File: src/verilog/spi_queue_pkg.sv
// constants for the spi transfer queue and fault logic
// assumes an 8-bit register port with three registers and an 8-bit frame
package spi_queue_pkg;

    localparam int unsigned ADDR_W = 2;
    localparam int unsigned DATA_W = 8;

    // register indices on the plain register port
    localparam logic [1:0] CONTROL_REG_ADDR        = 2'h0;
    localparam logic [1:0] STATUS_CONTROL_REG_ADDR = 2'h1;
    localparam logic [1:0] DATA_BUFFER_REG_ADDR    = 2'h2;

    // control_reg fields
    localparam int unsigned CTL_RX_IRQ_ENABLE  = 0;
    localparam int unsigned CTL_MODULE_ENABLE  = 1;
    localparam int unsigned CTL_CLOCK_PHASE    = 2;
    localparam int unsigned CTL_CLOCK_POLARITY = 3;
    localparam int unsigned CTL_MASTER_SELECT  = 4;

    // status_control_reg fields
    localparam int unsigned STS_RATE_LO           = 0;
    localparam int unsigned STS_RATE_HI           = 1;
    localparam int unsigned STS_MODE_FAULT_ENABLE = 2;
    localparam int unsigned STS_TX_EMPTY          = 3;
    localparam int unsigned STS_MODE_FAULT        = 4;
    localparam int unsigned STS_OVERRUN           = 5;
    localparam int unsigned STS_ERROR_IRQ_ENABLE  = 6;
    localparam int unsigned STS_RX_FULL           = 7;

    // rate_select encodings
    localparam logic [1:0] DIVIDE_BY_TWO              = 2'h0;
    localparam logic [1:0] DIVIDE_BY_EIGHT            = 2'h1;
    localparam logic [1:0] DIVIDE_BY_THIRTY_TWO       = 2'h2;
    localparam logic [1:0] DIVIDE_BY_ONE_TWENTY_EIGHT = 2'h3;

    // half a bit time in bus cycles, minus one
    localparam logic [6:0] HALF_M1_DIVIDE_BY_TWO   = 7'h00;
    localparam logic [6:0] HALF_M1_DIVIDE_BY_EIGHT   = 7'h03;
    localparam logic [6:0] HALF_M1_DIVIDE_BY_THIRTY_TWO  = 7'h0F;
    localparam logic [6:0] HALF_M1_DIVIDE_BY_ONE_TWENTY_EIGHT = 7'h3F;

    // clock edges per frame and the sample that carries bit 1
    localparam logic [4:0] EDGES_PER_FRAME = 5'h10;
    localparam logic [3:0] BIT1_SAMPLE     = 4'h7;

    // synchroniser reset: select high, clock and data low
    localparam logic [3:0] SYNC_RESET = 4'h8;

    localparam logic [7:0] CONTROL_RESET = 8'h00;
    localparam logic [7:0] STATUS_RESET  = 8'h00;

    typedef enum logic {xfer_idle, xfer_shifting} xfer_state_t;

endpackage

File: src/verilog/spi_queue_and_fault_logic.sv
// spi unit core: divider, shift engine, queue, receive and fault flags
// assumes pins are resolved outside from the enables; pin inputs are asynchronous
// Function
// - master data write starts a transfer
// - phase sets idle or active first edge
// - master start delay within one bit
// - divided master clock runs only when enabled
// - queued byte follows; else shift register resent
// - write clears tx empty; move sets it
// - completed byte sets rx full; two-read clear
// - idle full buffer reloads shift register quickly
// - overrun set at bit 1 capture
// - overrun blocks receive register and flag
// - status read then data read clears overrun
// - one shared receive and error interrupt
// - master select sets pin directions
// - mode fault needs enable; flag kept
// - master low select: fault, disable, reset
// - slave select high mid-transfer: fault only
// - slave transfer span depends on phase
// - phase 0 select-deselect faults without clocks
// - deselected slave tristates and ignores clocks
// - status read then control write clears fault
// - disable aborts, empties, resets, keeps flags
//
// The strobed register port and the placing of the registers were chosen for this implementation.
`timescale 1ns/1ps
module spi_queue_and_fault_logic
    import spi_queue_pkg::*;
(
    input  wire logic                          core_clk,
    input  wire logic                          rstn,
    input  wire logic [spi_queue_pkg::ADDR_W-1:0] reg_addr,
    input  wire logic [spi_queue_pkg::DATA_W-1:0] reg_wdata,
    input  wire logic                          reg_write,
    input  wire logic                          reg_read,
    output logic      [spi_queue_pkg::DATA_W-1:0] reg_rdata,
    output logic                               irq,
    input  wire logic                          sclk_in,
    output logic                               sclk_out,
    output logic                               sclk_oe,
    input  wire logic                          mosi_in,
    output logic                               mosi_out,
    output logic                               mosi_oe,
    input  wire logic                          miso_in,
    output logic                               miso_out,
    output logic                               miso_oe,
    input  wire logic                          ss_n_in
);
    import spi_queue_pkg::*;

    logic [3:0]  s1;
    logic [3:0]  s2;
    logic [3:0]  s3;
    logic [3:0]  filt;
    logic        module_enable;
    logic        master_select;
    logic        clock_phase;
    logic        clock_polarity;
    logic        rx_irq_enable;
    logic        error_irq_enable;
    logic        mode_fault_enable;
    logic [1:0]  rate_select;
    logic        buffer_full;
    logic [7:0]  tx_buffer;
    logic [7:0]  rx_data;
    logic        rx_full_flag;
    logic        overrun_flag;
    logic        mode_fault_flag;
    logic        rx_armed;
    logic        ovr_armed;
    logic        mode_fault_flag_armed;
    logic [6:0]  div_cnt;
    logic [6:0]  half_m1;
    logic        sclk_prev;
    logic        ss_prev;
    xfer_state_t xfer;
    logic [4:0]  edge_n;
    logic [3:0]  samples;
    logic        sample_bit;
    logic [7:0]  shift;
    logic [7:0]  next_shift;
    logic        move;

    // pin order: 0 miso, 1 mosi, 2 sclk, 3 select (active low)
    wire [3:0] pin_raw = {ss_n_in, sclk_in, mosi_in, miso_in};

    genvar gi;
    generate
        for (gi = 0; gi < 4; gi++)
        begin : g_sync
            always_ff @(posedge core_clk or negedge rstn)
            begin
                if (!rstn)
                begin
                    s1[gi]   <= SYNC_RESET[gi];
                    s2[gi]   <= SYNC_RESET[gi];
                    s3[gi]   <= SYNC_RESET[gi];
                    filt[gi] <= SYNC_RESET[gi];
                end
                else
                begin
                    s1[gi] <= pin_raw[gi];
                    s2[gi] <= s1[gi];
                    s3[gi] <= s2[gi];
                    if (s2[gi] == s3[gi])
                        filt[gi] <= s3[gi];
                end
            end
        end
    endgenerate

    wire ss_high     = filt[3];
    wire master_mode = module_enable & master_select;
    wire slave_mode  = module_enable & !master_select;
    wire wr_ctrl     = reg_write && (reg_addr == CONTROL_REG_ADDR);
    wire wr_stat     = reg_write && (reg_addr == STATUS_CONTROL_REG_ADDR);
    wire wr_data     = reg_write && (reg_addr == DATA_BUFFER_REG_ADDR);
    wire rd_stat     = reg_read && (reg_addr == STATUS_CONTROL_REG_ADDR);
    wire rd_data     = reg_read && (reg_addr == DATA_BUFFER_REG_ADDR);

    always_comb
    begin
        case (rate_select)
            DIVIDE_BY_TWO:        half_m1 = HALF_M1_DIVIDE_BY_TWO;
            DIVIDE_BY_EIGHT:      half_m1 = HALF_M1_DIVIDE_BY_EIGHT;
            DIVIDE_BY_THIRTY_TWO: half_m1 = HALF_M1_DIVIDE_BY_THIRTY_TWO;
            default:              half_m1 = HALF_M1_DIVIDE_BY_ONE_TWENTY_EIGHT;
        endcase
    end

    always_ff @(posedge core_clk or negedge rstn)
    begin
        if (!rstn)
            div_cnt <= 7'h00;
        else if (!master_mode || div_cnt == half_m1)
            div_cnt <= 7'h00;
        else
            div_cnt <= div_cnt + 7'h01;
    end

    wire tick = master_mode && (div_cnt == half_m1);

    always_ff @(posedge core_clk or negedge rstn)
    begin
        if (!rstn)
        begin
            sclk_prev <= 1'b0;
            ss_prev   <= 1'b1;
        end
        else
        begin
            sclk_prev <= filt[2];
            ss_prev   <= ss_high;
        end
    end

    // a deselected slave sees no clock edges
    wire slave_edge = slave_mode && !ss_high && (filt[2] != sclk_prev);
    wire ev         = master_select ? tick : slave_edge;
    wire active     = (xfer == xfer_shifting);
    wire din        = master_select ? filt[0] : filt[1];
    wire [4:0] n_next   = edge_n + 5'h01;
    wire       is_samp  = clock_phase ? !n_next[0] : n_next[0];
    wire       step     = active && ev;
    wire       done     = step && (n_next == EDGES_PER_FRAME);
    wire [7:0] rx_byte  = {shift[6:0], clock_phase ? din : sample_bit};

    // start on the next half-bit tick after the write
    wire master_start = tick && !active && buffer_full;
    // phase 0 starts at select fall, phase 1 at the first clock edge
    wire slave_start  = slave_mode && !active &&
                        (clock_phase ? slave_edge : (ss_prev && !ss_high));
    wire start        = master_start || slave_start;

    wire fault_cond   = module_enable && mode_fault_enable &&
                        (master_select ? !ss_high : (active && ss_high));
    wire master_fault = fault_cond && master_select;

    always_comb
    begin
        next_shift = shift;
        move       = 1'b0;
        if (!module_enable || master_fault)
            next_shift = 8'h00;
        else
        begin
            if (step && !is_samp && samples != 4'h0)
                next_shift = {shift[6:0], sample_bit};
            if (done)
                next_shift = rx_byte;
            if (buffer_full && (master_start || (!master_select && (!active || done))))
            begin
                next_shift = tx_buffer;
                move       = 1'b1;
            end
        end
    end

    always_ff @(posedge core_clk or negedge rstn)
    begin
        if (!rstn)
            shift <= 8'h00;
        else
            shift <= next_shift;
    end

    // disable or master fault clears the state counter
    always_ff @(posedge core_clk or negedge rstn)
    begin
        if (!rstn)
        begin
            xfer       <= xfer_idle;
            edge_n     <= 5'h00;
            samples    <= 4'h0;
            sample_bit <= 1'b0;
        end
        else if (!module_enable || master_fault)
        begin
            xfer    <= xfer_idle;
            edge_n  <= 5'h00;
            samples <= 4'h0;
        end
        else
        begin
            case (xfer)
                xfer_idle:
                begin
                    if (start)
                    begin
                        xfer    <= xfer_shifting;
                        samples <= 4'h0;
                        // phase 1: the start itself is the first edge
                        edge_n  <= clock_phase ? 5'h01 : 5'h00;
                    end
                end
                xfer_shifting:
                begin
                    if (done)
                        xfer <= xfer_idle;
                    if (step)
                    begin
                        edge_n <= n_next;
                        if (is_samp)
                        begin
                            sample_bit <= din;
                            samples    <= samples + 4'h1;
                        end
                    end
                end
                default: xfer <= xfer_idle;
            endcase
        end
    end

    // phase 0 holds idle level first; phase 1 opens with a leading edge
    always_ff @(posedge core_clk or negedge rstn)
    begin
        if (!rstn)
            sclk_out <= 1'b0;
        else if (!master_mode || master_fault || (!active && !master_start))
            sclk_out <= clock_polarity;
        else if (master_start)
            sclk_out <= clock_phase ? !clock_polarity : clock_polarity;
        else if (step)
            sclk_out <= !sclk_out;
    end

    // directions follow master select; deselected slave floats
    always_ff @(posedge core_clk or negedge rstn)
    begin
        if (!rstn)
        begin
            sclk_oe  <= 1'b0;
            mosi_oe  <= 1'b0;
            miso_oe  <= 1'b0;
            mosi_out <= 1'b0;
            miso_out <= 1'b0;
        end
        else
        begin
            sclk_oe  <= master_mode && !master_fault;
            mosi_oe  <= master_mode && !master_fault;
            miso_oe  <= slave_mode && !ss_high;
            mosi_out <= next_shift[7];
            miso_out <= next_shift[7];
        end
    end

    // transmit buffer; a write in a move cycle keeps the new byte
    always_ff @(posedge core_clk or negedge rstn)
    begin
        if (!rstn)
        begin
            buffer_full <= 1'b0;
            tx_buffer   <= 8'h00;
        end
        else
        begin
            if (wr_data)
                tx_buffer <= reg_wdata;
            if (!module_enable || master_fault)
                buffer_full <= 1'b0;
            else if (wr_data)
                buffer_full <= 1'b1;
            else if (move)
                buffer_full <= 1'b0;
        end
    end

    wire bit1_strobe = step && is_samp && (samples == BIT1_SAMPLE - 4'h1);

    // receive register and full flag; set beats clear
    always_ff @(posedge core_clk or negedge rstn)
    begin
        if (!rstn)
        begin
            rx_data      <= 8'h00;
            rx_full_flag <= 1'b0;
            rx_armed     <= 1'b0;
        end
        else
        begin
            if (done && !overrun_flag)
                rx_data <= rx_byte;
            if (done && !overrun_flag)
                rx_full_flag <= 1'b1;
            else if (rd_data && rx_armed)
                rx_full_flag <= 1'b0;
            if (rd_stat && rx_full_flag)
                rx_armed <= 1'b1;
            else if (rd_data)
                rx_armed <= 1'b0;
        end
    end

    // overrun at the bit 1 capture, two-read clear
    always_ff @(posedge core_clk or negedge rstn)
    begin
        if (!rstn)
        begin
            overrun_flag <= 1'b0;
            ovr_armed    <= 1'b0;
        end
        else
        begin
            if (bit1_strobe && rx_full_flag)
                overrun_flag <= 1'b1;
            else if (rd_data && ovr_armed)
                overrun_flag <= 1'b0;
            if (rd_stat && overrun_flag)
                ovr_armed <= 1'b1;
            else if (rd_data)
                ovr_armed <= 1'b0;
        end
    end

    // fault flag; clearing fails while the condition stands
    always_ff @(posedge core_clk or negedge rstn)
    begin
        if (!rstn)
        begin
            mode_fault_flag <= 1'b0;
            mode_fault_flag_armed      <= 1'b0;
        end
        else
        begin
            if (fault_cond)
                mode_fault_flag <= 1'b1;
            else if (wr_ctrl && mode_fault_flag_armed)
                mode_fault_flag <= 1'b0;
            if (fault_cond)
                mode_fault_flag_armed <= 1'b0;
            else if (rd_stat && mode_fault_flag)
                mode_fault_flag_armed <= 1'b1;
            else if (wr_ctrl)
                mode_fault_flag_armed <= 1'b0;
        end
    end

    // master fault drops module enable; slave fault does not
    always_ff @(posedge core_clk or negedge rstn)
    begin
        if (!rstn)
        begin
            module_enable     <= CONTROL_RESET[CTL_MODULE_ENABLE];
            master_select     <= CONTROL_RESET[CTL_MASTER_SELECT];
            clock_phase       <= CONTROL_RESET[CTL_CLOCK_PHASE];
            clock_polarity    <= CONTROL_RESET[CTL_CLOCK_POLARITY];
            rx_irq_enable     <= CONTROL_RESET[CTL_RX_IRQ_ENABLE];
            error_irq_enable  <= STATUS_RESET[STS_ERROR_IRQ_ENABLE];
            mode_fault_enable <= STATUS_RESET[STS_MODE_FAULT_ENABLE];
            rate_select       <= STATUS_RESET[STS_RATE_HI:STS_RATE_LO];
        end
        else
        begin
            if (master_fault)
                module_enable <= 1'b0;
            else if (wr_ctrl)
                module_enable <= reg_wdata[CTL_MODULE_ENABLE];
            if (wr_ctrl)
            begin
                master_select  <= reg_wdata[CTL_MASTER_SELECT];
                clock_phase    <= reg_wdata[CTL_CLOCK_PHASE];
                clock_polarity <= reg_wdata[CTL_CLOCK_POLARITY];
                rx_irq_enable  <= reg_wdata[CTL_RX_IRQ_ENABLE];
            end
            if (wr_stat)
            begin
                error_irq_enable  <= reg_wdata[STS_ERROR_IRQ_ENABLE];
                mode_fault_enable <= reg_wdata[STS_MODE_FAULT_ENABLE];
                rate_select       <= reg_wdata[STS_RATE_HI:STS_RATE_LO];
            end
        end
    end

    // read data stands one cycle after the strobe only
    always_ff @(posedge core_clk or negedge rstn)
    begin
        if (!rstn)
            reg_rdata <= 8'h00;
        else if (!reg_read)
            reg_rdata <= 8'h00;
        else
        begin
            case (reg_addr)
                CONTROL_REG_ADDR:
                    reg_rdata <= {3'h0, master_select, clock_polarity, clock_phase,
                                  module_enable, rx_irq_enable};
                STATUS_CONTROL_REG_ADDR:
                    reg_rdata <= {rx_full_flag, error_irq_enable, overrun_flag,
                                  mode_fault_flag, !buffer_full, mode_fault_enable,
                                  rate_select};
                DATA_BUFFER_REG_ADDR:
                    reg_rdata <= rx_data;
                default:
                    reg_rdata <= 8'h00;
            endcase
        end
    end

    // error enable gates overrun and fault together
    always_ff @(posedge core_clk or negedge rstn)
    begin
        if (!rstn)
            irq <= 1'b0;
        else
            irq <= (rx_full_flag && rx_irq_enable) ||
                   (error_irq_enable && (overrun_flag || mode_fault_flag));
    end
endmodule

File: config.mk
export PLATFORM = sky130hd
export DESIGN_NAME = spi_queue_and_fault_logic
export DESIGN_NICKNAME = d
export VERILOG_FILES = /design/src/verilog/spi_queue_pkg.sv /design/src/verilog/spi_queue_and_fault_logic.sv
export SDC_FILE = /design/constraint.sdc
export NUM_CORES = 1
export LEC_CHECK = 0
export BUFFER_PORTS_ARGS = -buffer_cell sky130_fd_sc_hd__buf_4
export CELL_PAD_IN_SITES_DETAIL_PLACEMENT = 1
export CELL_PAD_IN_SITES_GLOBAL_PLACEMENT = 1
export CORE_ASPECT_RATIO = 1.1
export CORE_MARGIN = 10
export CORE_UTILIZATION = 43
export DETAILED_ROUTE_END_ITERATION = 16
export GPL_TIMING_DRIVEN = 0
export HOLD_SLACK_MARGIN = 0.08
export PLACE_DENSITY = 0.79
export RECOVER_POWER = 50
export REMOVE_ABC_BUFFERS = 1
export SLEW_MARGIN = 20
export SYNTH_ARGS = -nofsm -noshare
export SYNTH_HDL_FRONTEND = slang
export SYNTH_SLANG_ARGS = --single-unit
File: constraint.sdc
create_clock -name core_clk -period 2.4 [get_ports core_clk]
set_clock_uncertainty 0.1 [all_clocks]
set_input_delay 0.24 -clock core_clk [delete_from_list [all_inputs] [get_ports core_clk]]
set_output_delay 0.24 -clock core_clk [all_outputs]
set_load 0.005 [all_outputs]
* Word-level counts from Yosys, hierarchy flattened
Index checks and enable logic that the tools add are counted.
** Storage, ports and cells
- Register bits after elaboration :: 88
** Operators by class
- $add $sub $neg :: 3
- Eq/ne operators :: 15
- Muxes and demuxes :: 51
- Bitwise operators :: 4
- Reduce and logical (&&, ||, !) cells :: 75
** Operators by type and width (number)
- 8-bit two-way mux :: 5
- 1-bit logical AND :: 37
- 1-bit two-way mux :: 33
- 8-bit case mux with 3 select lines :: 1
- 6-bit case mux with 3 select lines :: 1
- 4-bit two-way mux :: 4
- 5-bit two-way mux :: 3
- 1-bit logical NOT :: 13
- 2-bit nonzero test :: 6
- 5-bit case mux with 2 select lines :: 1
- 1-bit logical OR :: 9
- 3-bit nonzero test :: 3
- 4-bit case mux with 2 select lines :: 1
- 4-bit nonzero test :: 2
- 7-bit by 1-bit adder with 7-bit output (second input constant) :: 1
- 7-bit equality test :: 1
- 7-bit two-way mux :: 1
- 3-bit by 1-bit inequality test with 1-bit output (second input constant) :: 2
- 5-bit by 1-bit adder with 5-bit output (second input constant) :: 1
- 5-bit equality test (second input constant) :: 1
- 4-bit by 1-bit adder with 4-bit output (second input constant) :: 1
- 1-bit equality test :: 4
- 2-bit by 1-bit equality test with 1-bit output (second input constant) :: 2
- 2-bit equality test (second input constant) :: 2
- other kinds (10) :: 13

* Logic depth before layout (Yosys ltp)
Gate-level depths: netlist (run 1).
- Word-level depth :: 16
- Gate-level depth with buffers :: 8
- Depth with buffers taken out :: 7

* Least setup slack after synthesis (run 1)
No wires, ideal clock.
- Path kind :: register to register
- Start point :: reg edge_n[1]
- End point :: reg shift[2]
- Setup time :: 126 ps
- Arrival :: 2030 ps
- Required time :: 2174 ps
- Path slack :: 144 ps
- Cell stages (with the launch flop) :: 7
- Clock period less this slack :: 2256 ps
- Cells stage by stage :: dfrtp_1 -> ha_1 -> nor4b_2 -> a22oi_1 -> a221oi_4 -> mux2i_1 -> a21oi_2
** On the way
- Cells in the longest elaborated chain, start to end :: 9
- Elaborated cells on any way between the ends :: 11
- Classes of those cells :: add/sub (1); eq/ne (1); mux (3); reduce/logical (6)
** RTL lines
- from (decl) :: line spi_queue_and_fault_logic.sv:78 : logic [4:0] edge_n;
- from (signal assigned) :: line spi_queue_and_fault_logic.sv:234 : edge_n <= clock_phase ? 5'h01 : 5'h00;
- from (signal assigned) :: line spi_queue_and_fault_logic.sv:243 : edge_n <= n_next;
- 5-bit by 1-bit adder with 5-bit output (*) :: line spi_queue_and_fault_logic.sv:163 : wire [4:0] n_next = edge_n + 5'h01;
- 5-bit equality test (*) :: line spi_queue_and_fault_logic.sv:166 : wire done = step && (n_next == EDGES_PER_FRAME);
- 1-bit logical AND (*) :: line spi_queue_and_fault_logic.sv:166
- 1-bit logical OR :: line spi_queue_and_fault_logic.sv:192 : if (buffer_full && (master_start || (!master_select && (!active || done))))
- 1-bit logical AND :: line spi_queue_and_fault_logic.sv:192
- 1-bit logical OR :: line spi_queue_and_fault_logic.sv:192
- 1-bit logical AND :: line spi_queue_and_fault_logic.sv:192
- 8-bit two-way mux :: line spi_queue_and_fault_logic.sv:192
- 8-bit two-way mux :: line spi_queue_and_fault_logic.sv:184 : if (!module_enable || master_fault)
- to (signal assigned) :: line spi_queue_and_fault_logic.sv:205 : shift <= next_shift;
- to (decl) :: line spi_queue_and_fault_logic.sv:81 : logic [7:0] shift;
Every way passes the cells marked *; elsewhere a longest branch is shown, timed or not.
A chain may end at the register's enable or synchronous reset.

* Worst setup path after layout (run 1)
- Start point :: reg edge_n[0]
- End point :: reg shift[2]
** On the way
- Cells in the longest elaborated chain, start to end :: 9
- Elaborated cells on any way between the ends :: 16
- Classes of those cells :: add/sub (1); eq/ne (1); mux (4); reduce/logical (10)
** RTL lines (line)
- 5-bit by 1-bit adder with 5-bit output (*) :: spi_queue_and_fault_logic.sv:163
- 5-bit equality test :: spi_queue_and_fault_logic.sv:166
- 1-bit logical AND :: spi_queue_and_fault_logic.sv:166
- 1-bit logical OR :: spi_queue_and_fault_logic.sv:192
- 1-bit logical AND :: spi_queue_and_fault_logic.sv:192
- 1-bit logical OR :: spi_queue_and_fault_logic.sv:192
- 1-bit logical AND :: spi_queue_and_fault_logic.sv:192
- 8-bit two-way mux :: spi_queue_and_fault_logic.sv:192
- 8-bit two-way mux :: spi_queue_and_fault_logic.sv:184
Marks and branches as above.

==> results of run 1 <==
## sequential cells by signal, indices dropped and copies added (netlist names), 5 cells and up
register,flops
div_cnt,7
edge_n,5
reg_rdata,8
rx_data,8
shift,8
tx_buffer,8
## per-stage QoR
step                setup TNS, ps  util, %  cells  setup WS [ps]
floorplan                       0        -    340           20.7
global placement            -5350     47.1    489           -394
detailed placement          -7230     47.1    489           -558
CTS                          -724     51.7    523          -73.5
global route                 -139     52.5    525          -39.1
finish                          0     52.5    525           85.2
## how the worst max path moves through the flow
| stage | from | end | slack [ps] | cells after the start |
|---|---|---|---|---|
| floorplan | edge_n[0] | shift[2] | 20 | 6 |
| global placement | edge_n[0] | shift[6] | -390 | 6 |
| detailed placement | edge_n[0] | shift[2] | -560 | 6 |
| CTS | rate_select[0] | shift[2] | -70 | 7 |
| global route | rate_select[0] | shift[2] | -40 | 7 |
| finish | edge_n[0] | shift[2] | 90 | 7 |
## power by group
part	switching, mW	total (mW)	leakage (nW)	internal (mW)
logic	0.326	0.562	0.805	0.236
registers	0.163	1.78	1.12	1.62
clock network	0.567	0.979	0.0861	0.413
total	1.06	3.32	2.02	2.27
## cell families (layout without fill, tap and decap cells)
logic type                 Yosys count  count (layout)
AOI/OAI and AO/OA                   92              92
xor gates and xnor gates             8               8
adders and majority gates           10              10
buffers and inverters               27              78
DFF                                 88              88
muxes                               37              37
and+or+nand+nor                     95              95
## cells in the final DEF, fill, tap and decap left out, drive strengths merged, types with 14 or more instances in the layout
| master | synthesis | routed |
|---|---|---|
| nor2 | 17 | 17 |
| buf | 6 | 14 |
| mux2i | 14 | 14 |
| mux2 | 23 | 23 |
| nand2 | 23 | 23 |
| o21ai | 24 | 24 |
| dfrtp | 83 | 83 |
| nand3 | 14 | 14 |
| a21oi | 23 | 23 |
| clkbuf | 11 | 36 |
## metal layers
metal,wire length [µm],up-vias,GRT usage (%),share of wire [%]
li1,-,1383,-,-
met2,5340,43,27.0,52
met5,0,-,0,0
met4,264,0,7.22,2.6
met1,4450,1560,18.0,43
met3,227,22,2.46,2.2
## repair_timing
item,4_1_cts,5_1_grt
buffers inserted,5,2
gates cloned,0,0
pin swaps,3,3
endpoints found under the setup margin,24,27
endpoints found under the hold margin,103,0
hold buffers,13,0
gates resized for setup,6,22
## area by class of cell
type                            count  area [µm²]  share of cell area (%)
Sequential cell                    88        2210                    45.5
Multi-Input combinational cell    242        1850                    37.9
Timing Repair Buffer               52         434                    8.92
Tap cell                          117         146                    3.01
Clock buffer                       11         141                    2.91
Clock inverter                      5        41.3                   0.849
Inverter                           10        41.3                   0.849
## worst max-delay path: stages (launching register included)
cell,delay [ps]
dfrtp_2,500
ha_2,260
nor4b_4,300
a22oi_2,200
a221oi_4,290
buf_12,170
mux2i_1,280
a21oi_2,90
==> impl_metrics.env, run 1 <==
export IMPL_synth_xor_area_share_pct=1.73
export IMPL_worstMarginPinSlew_ps=1180
export IMPL_reg2reg_from="edge_n[0]"
export IMPL_hp_start="reg_read"
export IMPL_period_share_pct=96.5
export IMPL_syn_avg_cell_area_um2=11.4
export IMPL_r2r_cells=7
export IMPL_ios=33
export IMPL_first_iter_violations=135
export IMPL_cts_buffers=9
export IMPL_yosysMostFrequentCell="dfrtp_1"
export IMPL_ff2ff_setup_slack_ps=90
export IMPL_drv_cap=0
export IMPL_wl_mm=10.3
export IMPL_place_area_um2=4360
export IMPL_die_x_um=113
export IMPL_syn_inst=357
export IMPL_worstSkewPairLatency_ps=360
export IMPL_drc=0
export IMPL_yosys_area_top_type_share_pct=51.3
export IMPL_synth_enable_flop_cells=0
export IMPL_fin_crit_ps=2310
export IMPL_antennaDiodeCount=0
export IMPL_clk_pin_slew_ps=100
export IMPL_cts_tree="done"
export IMPL_cp_end_kind="flip-flop"
export IMPL_synth_top_family_by_area="compound AO/OA/AOI/OAI gates"
export IMPL_root_buffer="clkbuf_8"
export IMPL_ir_worst_vdd_v=0.000361
export IMPL_gp_congestion=0.767
export IMPL_dr_pass1_iters=4
export IMPL_grt_max_degree=89
export IMPL_grt_total_usage_pct=15.4
export IMPL_rsz0062_at_grt="true"
export IMPL_final_nets=427
export IMPL_hold_violations=0
export IMPL_yosysSeqAreaShare_pct=54.5
export IMPL_cts_max_path_buffers=2
export IMPL_hp_class="in2reg"
export IMPL_synth_ff_type="dfrtp_1"
export IMPL_avgRoutedWirePerCell_um=19.6
export IMPL_ys_ff_latch=88
export IMPL_synth_compound_area_share_pct=15.9
export IMPL_num_rows=37
export IMPL_syn_to_final_growth_pct=20.0
export IMPL_yosys_area_share_adder_pct=2.84
export IMPL_grt_antenna_before_repair=0
export IMPL_synthTopCellsByCount="83 x dfrtp_1, 23 x mux2_2, 23 x nand2_1"
export IMPL_initial_utilization_pct=43.8
export IMPL_p_total_mw=3.32
export IMPL_grt_pass1_wl_mm=17.2
export IMPL_crit_arrival_ps=2470
export IMPL_fmax_ghz=0.432
export IMPL_dp_hpwl_mm=6.81
export IMPL_fillers=1013
export IMPL_synthMuxAreaShare_pct=9.85
export IMPL_finalSetupViolCount=0
export IMPL_cellPowerDensity_nw_per_um2=683
export IMPL_clock_sinks=88
export IMPL_async_flop_share_pct=100
export IMPL_vias=3008
export IMPL_relSlewSlack_pct=21.3
export IMPL_avgViaCountPerCell=5.73
export IMPL_htreeDepth=3
export IMPL_leakage_nw=2.02
export IMPL_final_cell_area_um2=4860
export IMPL_required_ps=2550
export IMPL_r2r_end="shift[2]"
export IMPL_drive_gt1_share_pct=26.2
export IMPL_yosys_warnings=0
export IMPL_netlist_area_um2=4050
export IMPL_die_h_um=122
export IMPL_synth_largest_area_cell="dfrtp_1"
export IMPL_core_area_um2=9260
export IMPL_detail_route_antenna_nets=0
export IMPL_worst_hold_slack_ps=92.1
export IMPL_crit_type="reg2reg"
export IMPL_synthTopCellsByArea="dfrtp_1 51%, mux2_2 6.4%, mux2i_1 3.5%"
export IMPL_die_area_um2=13700
export IMPL_min_to="reg_rdata[5]"
export IMPL_yosysUniqueCellTypes=54
export IMPL_hold_path_depth=2
export IMPL_overflow=0
export IMPL_synth_simple_area_share_pct=12.3
export IMPL_startpoint_type="flip-flop"
export IMPL_grt_pass1_vias=3351
export IMPL_cp_max_fo=9
export IMPL_slew_violations=0
export IMPL_outcome="finished clean"
export IMPL_port_buffers=32
Power figures use the tool's default switching activity.
==> inputs of run 2 (changes only) <==
--- a/config.mk
+++ b/config.mk
@@ -10,11 +10,11 @@
 export CELL_PAD_IN_SITES_GLOBAL_PLACEMENT = 1
 export CORE_ASPECT_RATIO = 1.1
 export CORE_MARGIN = 10
-export CORE_UTILIZATION = 43
+export CORE_UTILIZATION = 48
 export DETAILED_ROUTE_END_ITERATION = 16
 export GPL_TIMING_DRIVEN = 0
 export HOLD_SLACK_MARGIN = 0.08
-export PLACE_DENSITY = 0.79
+export PLACE_DENSITY = 0.83
 export RECOVER_POWER = 50
 export REMOVE_ABC_BUFFERS = 1
 export SLEW_MARGIN = 20
==> constraint.sdc (replaced) <==
create_clock -name core_clk -period 2.64 [get_ports core_clk]
set_clock_uncertainty 0.1 [all_clocks]
set_input_delay 0.264 -clock core_clk [delete_from_list [all_inputs] [get_ports core_clk]]
set_output_delay 0.264 -clock core_clk [all_outputs]
set_load 0.005 [all_outputs]
==> impl_metrics.env, run 2 (same netlist as run 1, synthesis figures left out) <==
export IMPL_port_buffers=32
export IMPL_syn_to_final_growth_pct=17.1
export IMPL_relSlewSlack_pct=47.4
export IMPL_ios=33
export IMPL_cellPowerDensity_nw_per_um2=620
export IMPL_root_buffer="clkbuf_8"
export IMPL_avgViaCountPerCell=5.92
export IMPL_core_area_um2=8320
export IMPL_fin_crit_ps=2500
export IMPL_grt_total_usage_pct=16.9
export IMPL_drv_cap=0
export IMPL_r2r_cells=7
export IMPL_gp_congestion=0.809
export IMPL_hold_violations=0
export IMPL_hp_class="in2reg"
export IMPL_cts_buffers=9
export IMPL_grt_max_degree=89
export IMPL_fin_util_pct=57.0
export IMPL_finalSetupViolCount=0
export IMPL_preCtsSetupSlack_ps=-267
export IMPL_slew_violations=0
export IMPL_clk_pin_slew_ps=90
export IMPL_antennaDiodeCount=0
export IMPL_grt_antenna_before_repair=0
export IMPL_grt_pass1_vias=3313
export IMPL_worstSkewPairLatency_ps=370
export IMPL_fmax_ghz=0.401
export IMPL_die_area_um2=12500
export IMPL_num_rows=35
export IMPL_seq_area_um2=2210
export IMPL_die_h_um=116
export IMPL_dp_cells=483
export IMPL_leakage_nw=2.00
export IMPL_dp_hpwl_mm=6.72
export IMPL_setup_ws_ps=144
export IMPL_cts_max_path_buffers=2
export IMPL_layout_commonest_cell="dfrtp_1"
export IMPL_fillers=906
export IMPL_clock_sinks=88
export IMPL_cp_end_kind="flip-flop"
export IMPL_p_total_mw=2.94
export IMPL_dr_pass1_iters=7
export IMPL_die_x_um=108
export IMPL_cp_max_fo=9
export IMPL_drive_gt1_share_pct=21.7
export IMPL_outcome="finished clean"
export IMPL_final_nets=424
export IMPL_crit_arrival_ps=2650
export IMPL_startpoint_type="flip-flop"
export IMPL_avgRoutedWirePerCell_um=19.8
export IMPL_htreeDepth=3
export IMPL_layout_common_cells="82 x dfrtp_1, 23 x nand2_1, 23 x mux2_2"
export IMPL_wl_mm=10.2
export IMPL_initial_utilization_pct=48.7
export IMPL_required_ps=2800
export IMPL_worstMarginPinSlew_ps=789
export IMPL_ir_worst_vdd_v=0.000351
export IMPL_finalNonFillerCells=516
export IMPL_detail_route_antenna_nets=0
export IMPL_overflow=0
export IMPL_cts_tree="done"
export IMPL_crit_type="reg2reg"
export IMPL_rsz0062_at_grt="false"
export IMPL_grt_pass1_wl_mm=16.9
export IMPL_hold_path_depth=2
export IMPL_period_share_pct=94.5
export IMPL_multi_input_area_um2=1780
export IMPL_first_iter_violations=163
export IMPL_drc=0
export IMPL_vias=3057
-- run 2: worst max-delay path, stage by stage, from the launching register on --
cell and delay [ps]:
dfrtp_1 460, nor3_1 260, o2111ai_2 230, a21oi_4 310, o21ai_1 240, nor3_4 280, buf_12 160, mux2_2 330
-- run 2: final cells by class --
cell class | instances | area share (%)
flip-flops and latches | 88 | 46.6
multi-input cells | 242 | 37.6
repair buffers | 49 | 8.52
well taps | 111 | 2.93
clock buffers | 9 | 2.61
clock inverters | 7 | 1.00
inverters | 10 | 0.791
-- run 2: layer usage --
metal | wire (µm) | track usage [%] | vias up
met5 | 0 | 0 | -
met4 | 197 | 6.51 | 0
met3 | 335 | 3.37 | 16
met2 | 5310 | 29.1 | 51
met1 | 4380 | 20.3 | 1606
li1 | - | - | 1384
-- run 2: worst paths after layout --
| kind | start | to | slack (ps) |
|---|---|---|---|
| hold / removal | reg_read | reg_rdata[4] | 110 |
| max in group asynchronous | rstn | active | 1430 |
| setup reg to reg | rate_select[0] | rx_data[7] | 140 |
| setup / recovery | rate_select[0] | rx_data[7] | 140 |
| hold reg to reg | s1[2] | s2[2] | 260 |
| min in group asynchronous | rstn | tx_buffer[4] | 420 |
-- run 2: stage by stage --
| step | hold WS [ps] | setup TNS (ps) | area (µm²) |
|---|---|---|---|
| after floorplan | -132 | 0 | 3980 |
| after CTS | 104 | 0 | 4700 |
| after global placement | 232 | -939 | 4350 |
| after global routing | 115 | 0 | 4740 |
| final | 107 | 0 | 4740 |
| after detailed placement | 239 | -2220 | 4350 |
-- run 2: where the power goes --
part	internal, mW	leakage, nW	total [mW]	switching (mW)
clock	0.342	0.0854	0.846	0.504
sequential	1.47	1.13	1.61	0.141
combinational	0.201	0.782	0.487	0.286
-- run 2: what timing repair did --
action,4_1_cts,5_1_grt
pin swaps,1,3
endpoints found under the hold margin,103,0
hold buffers,13,0
resized for setup,4,6
endpoints found under the setup margin,15,18
buffers inserted,1,3
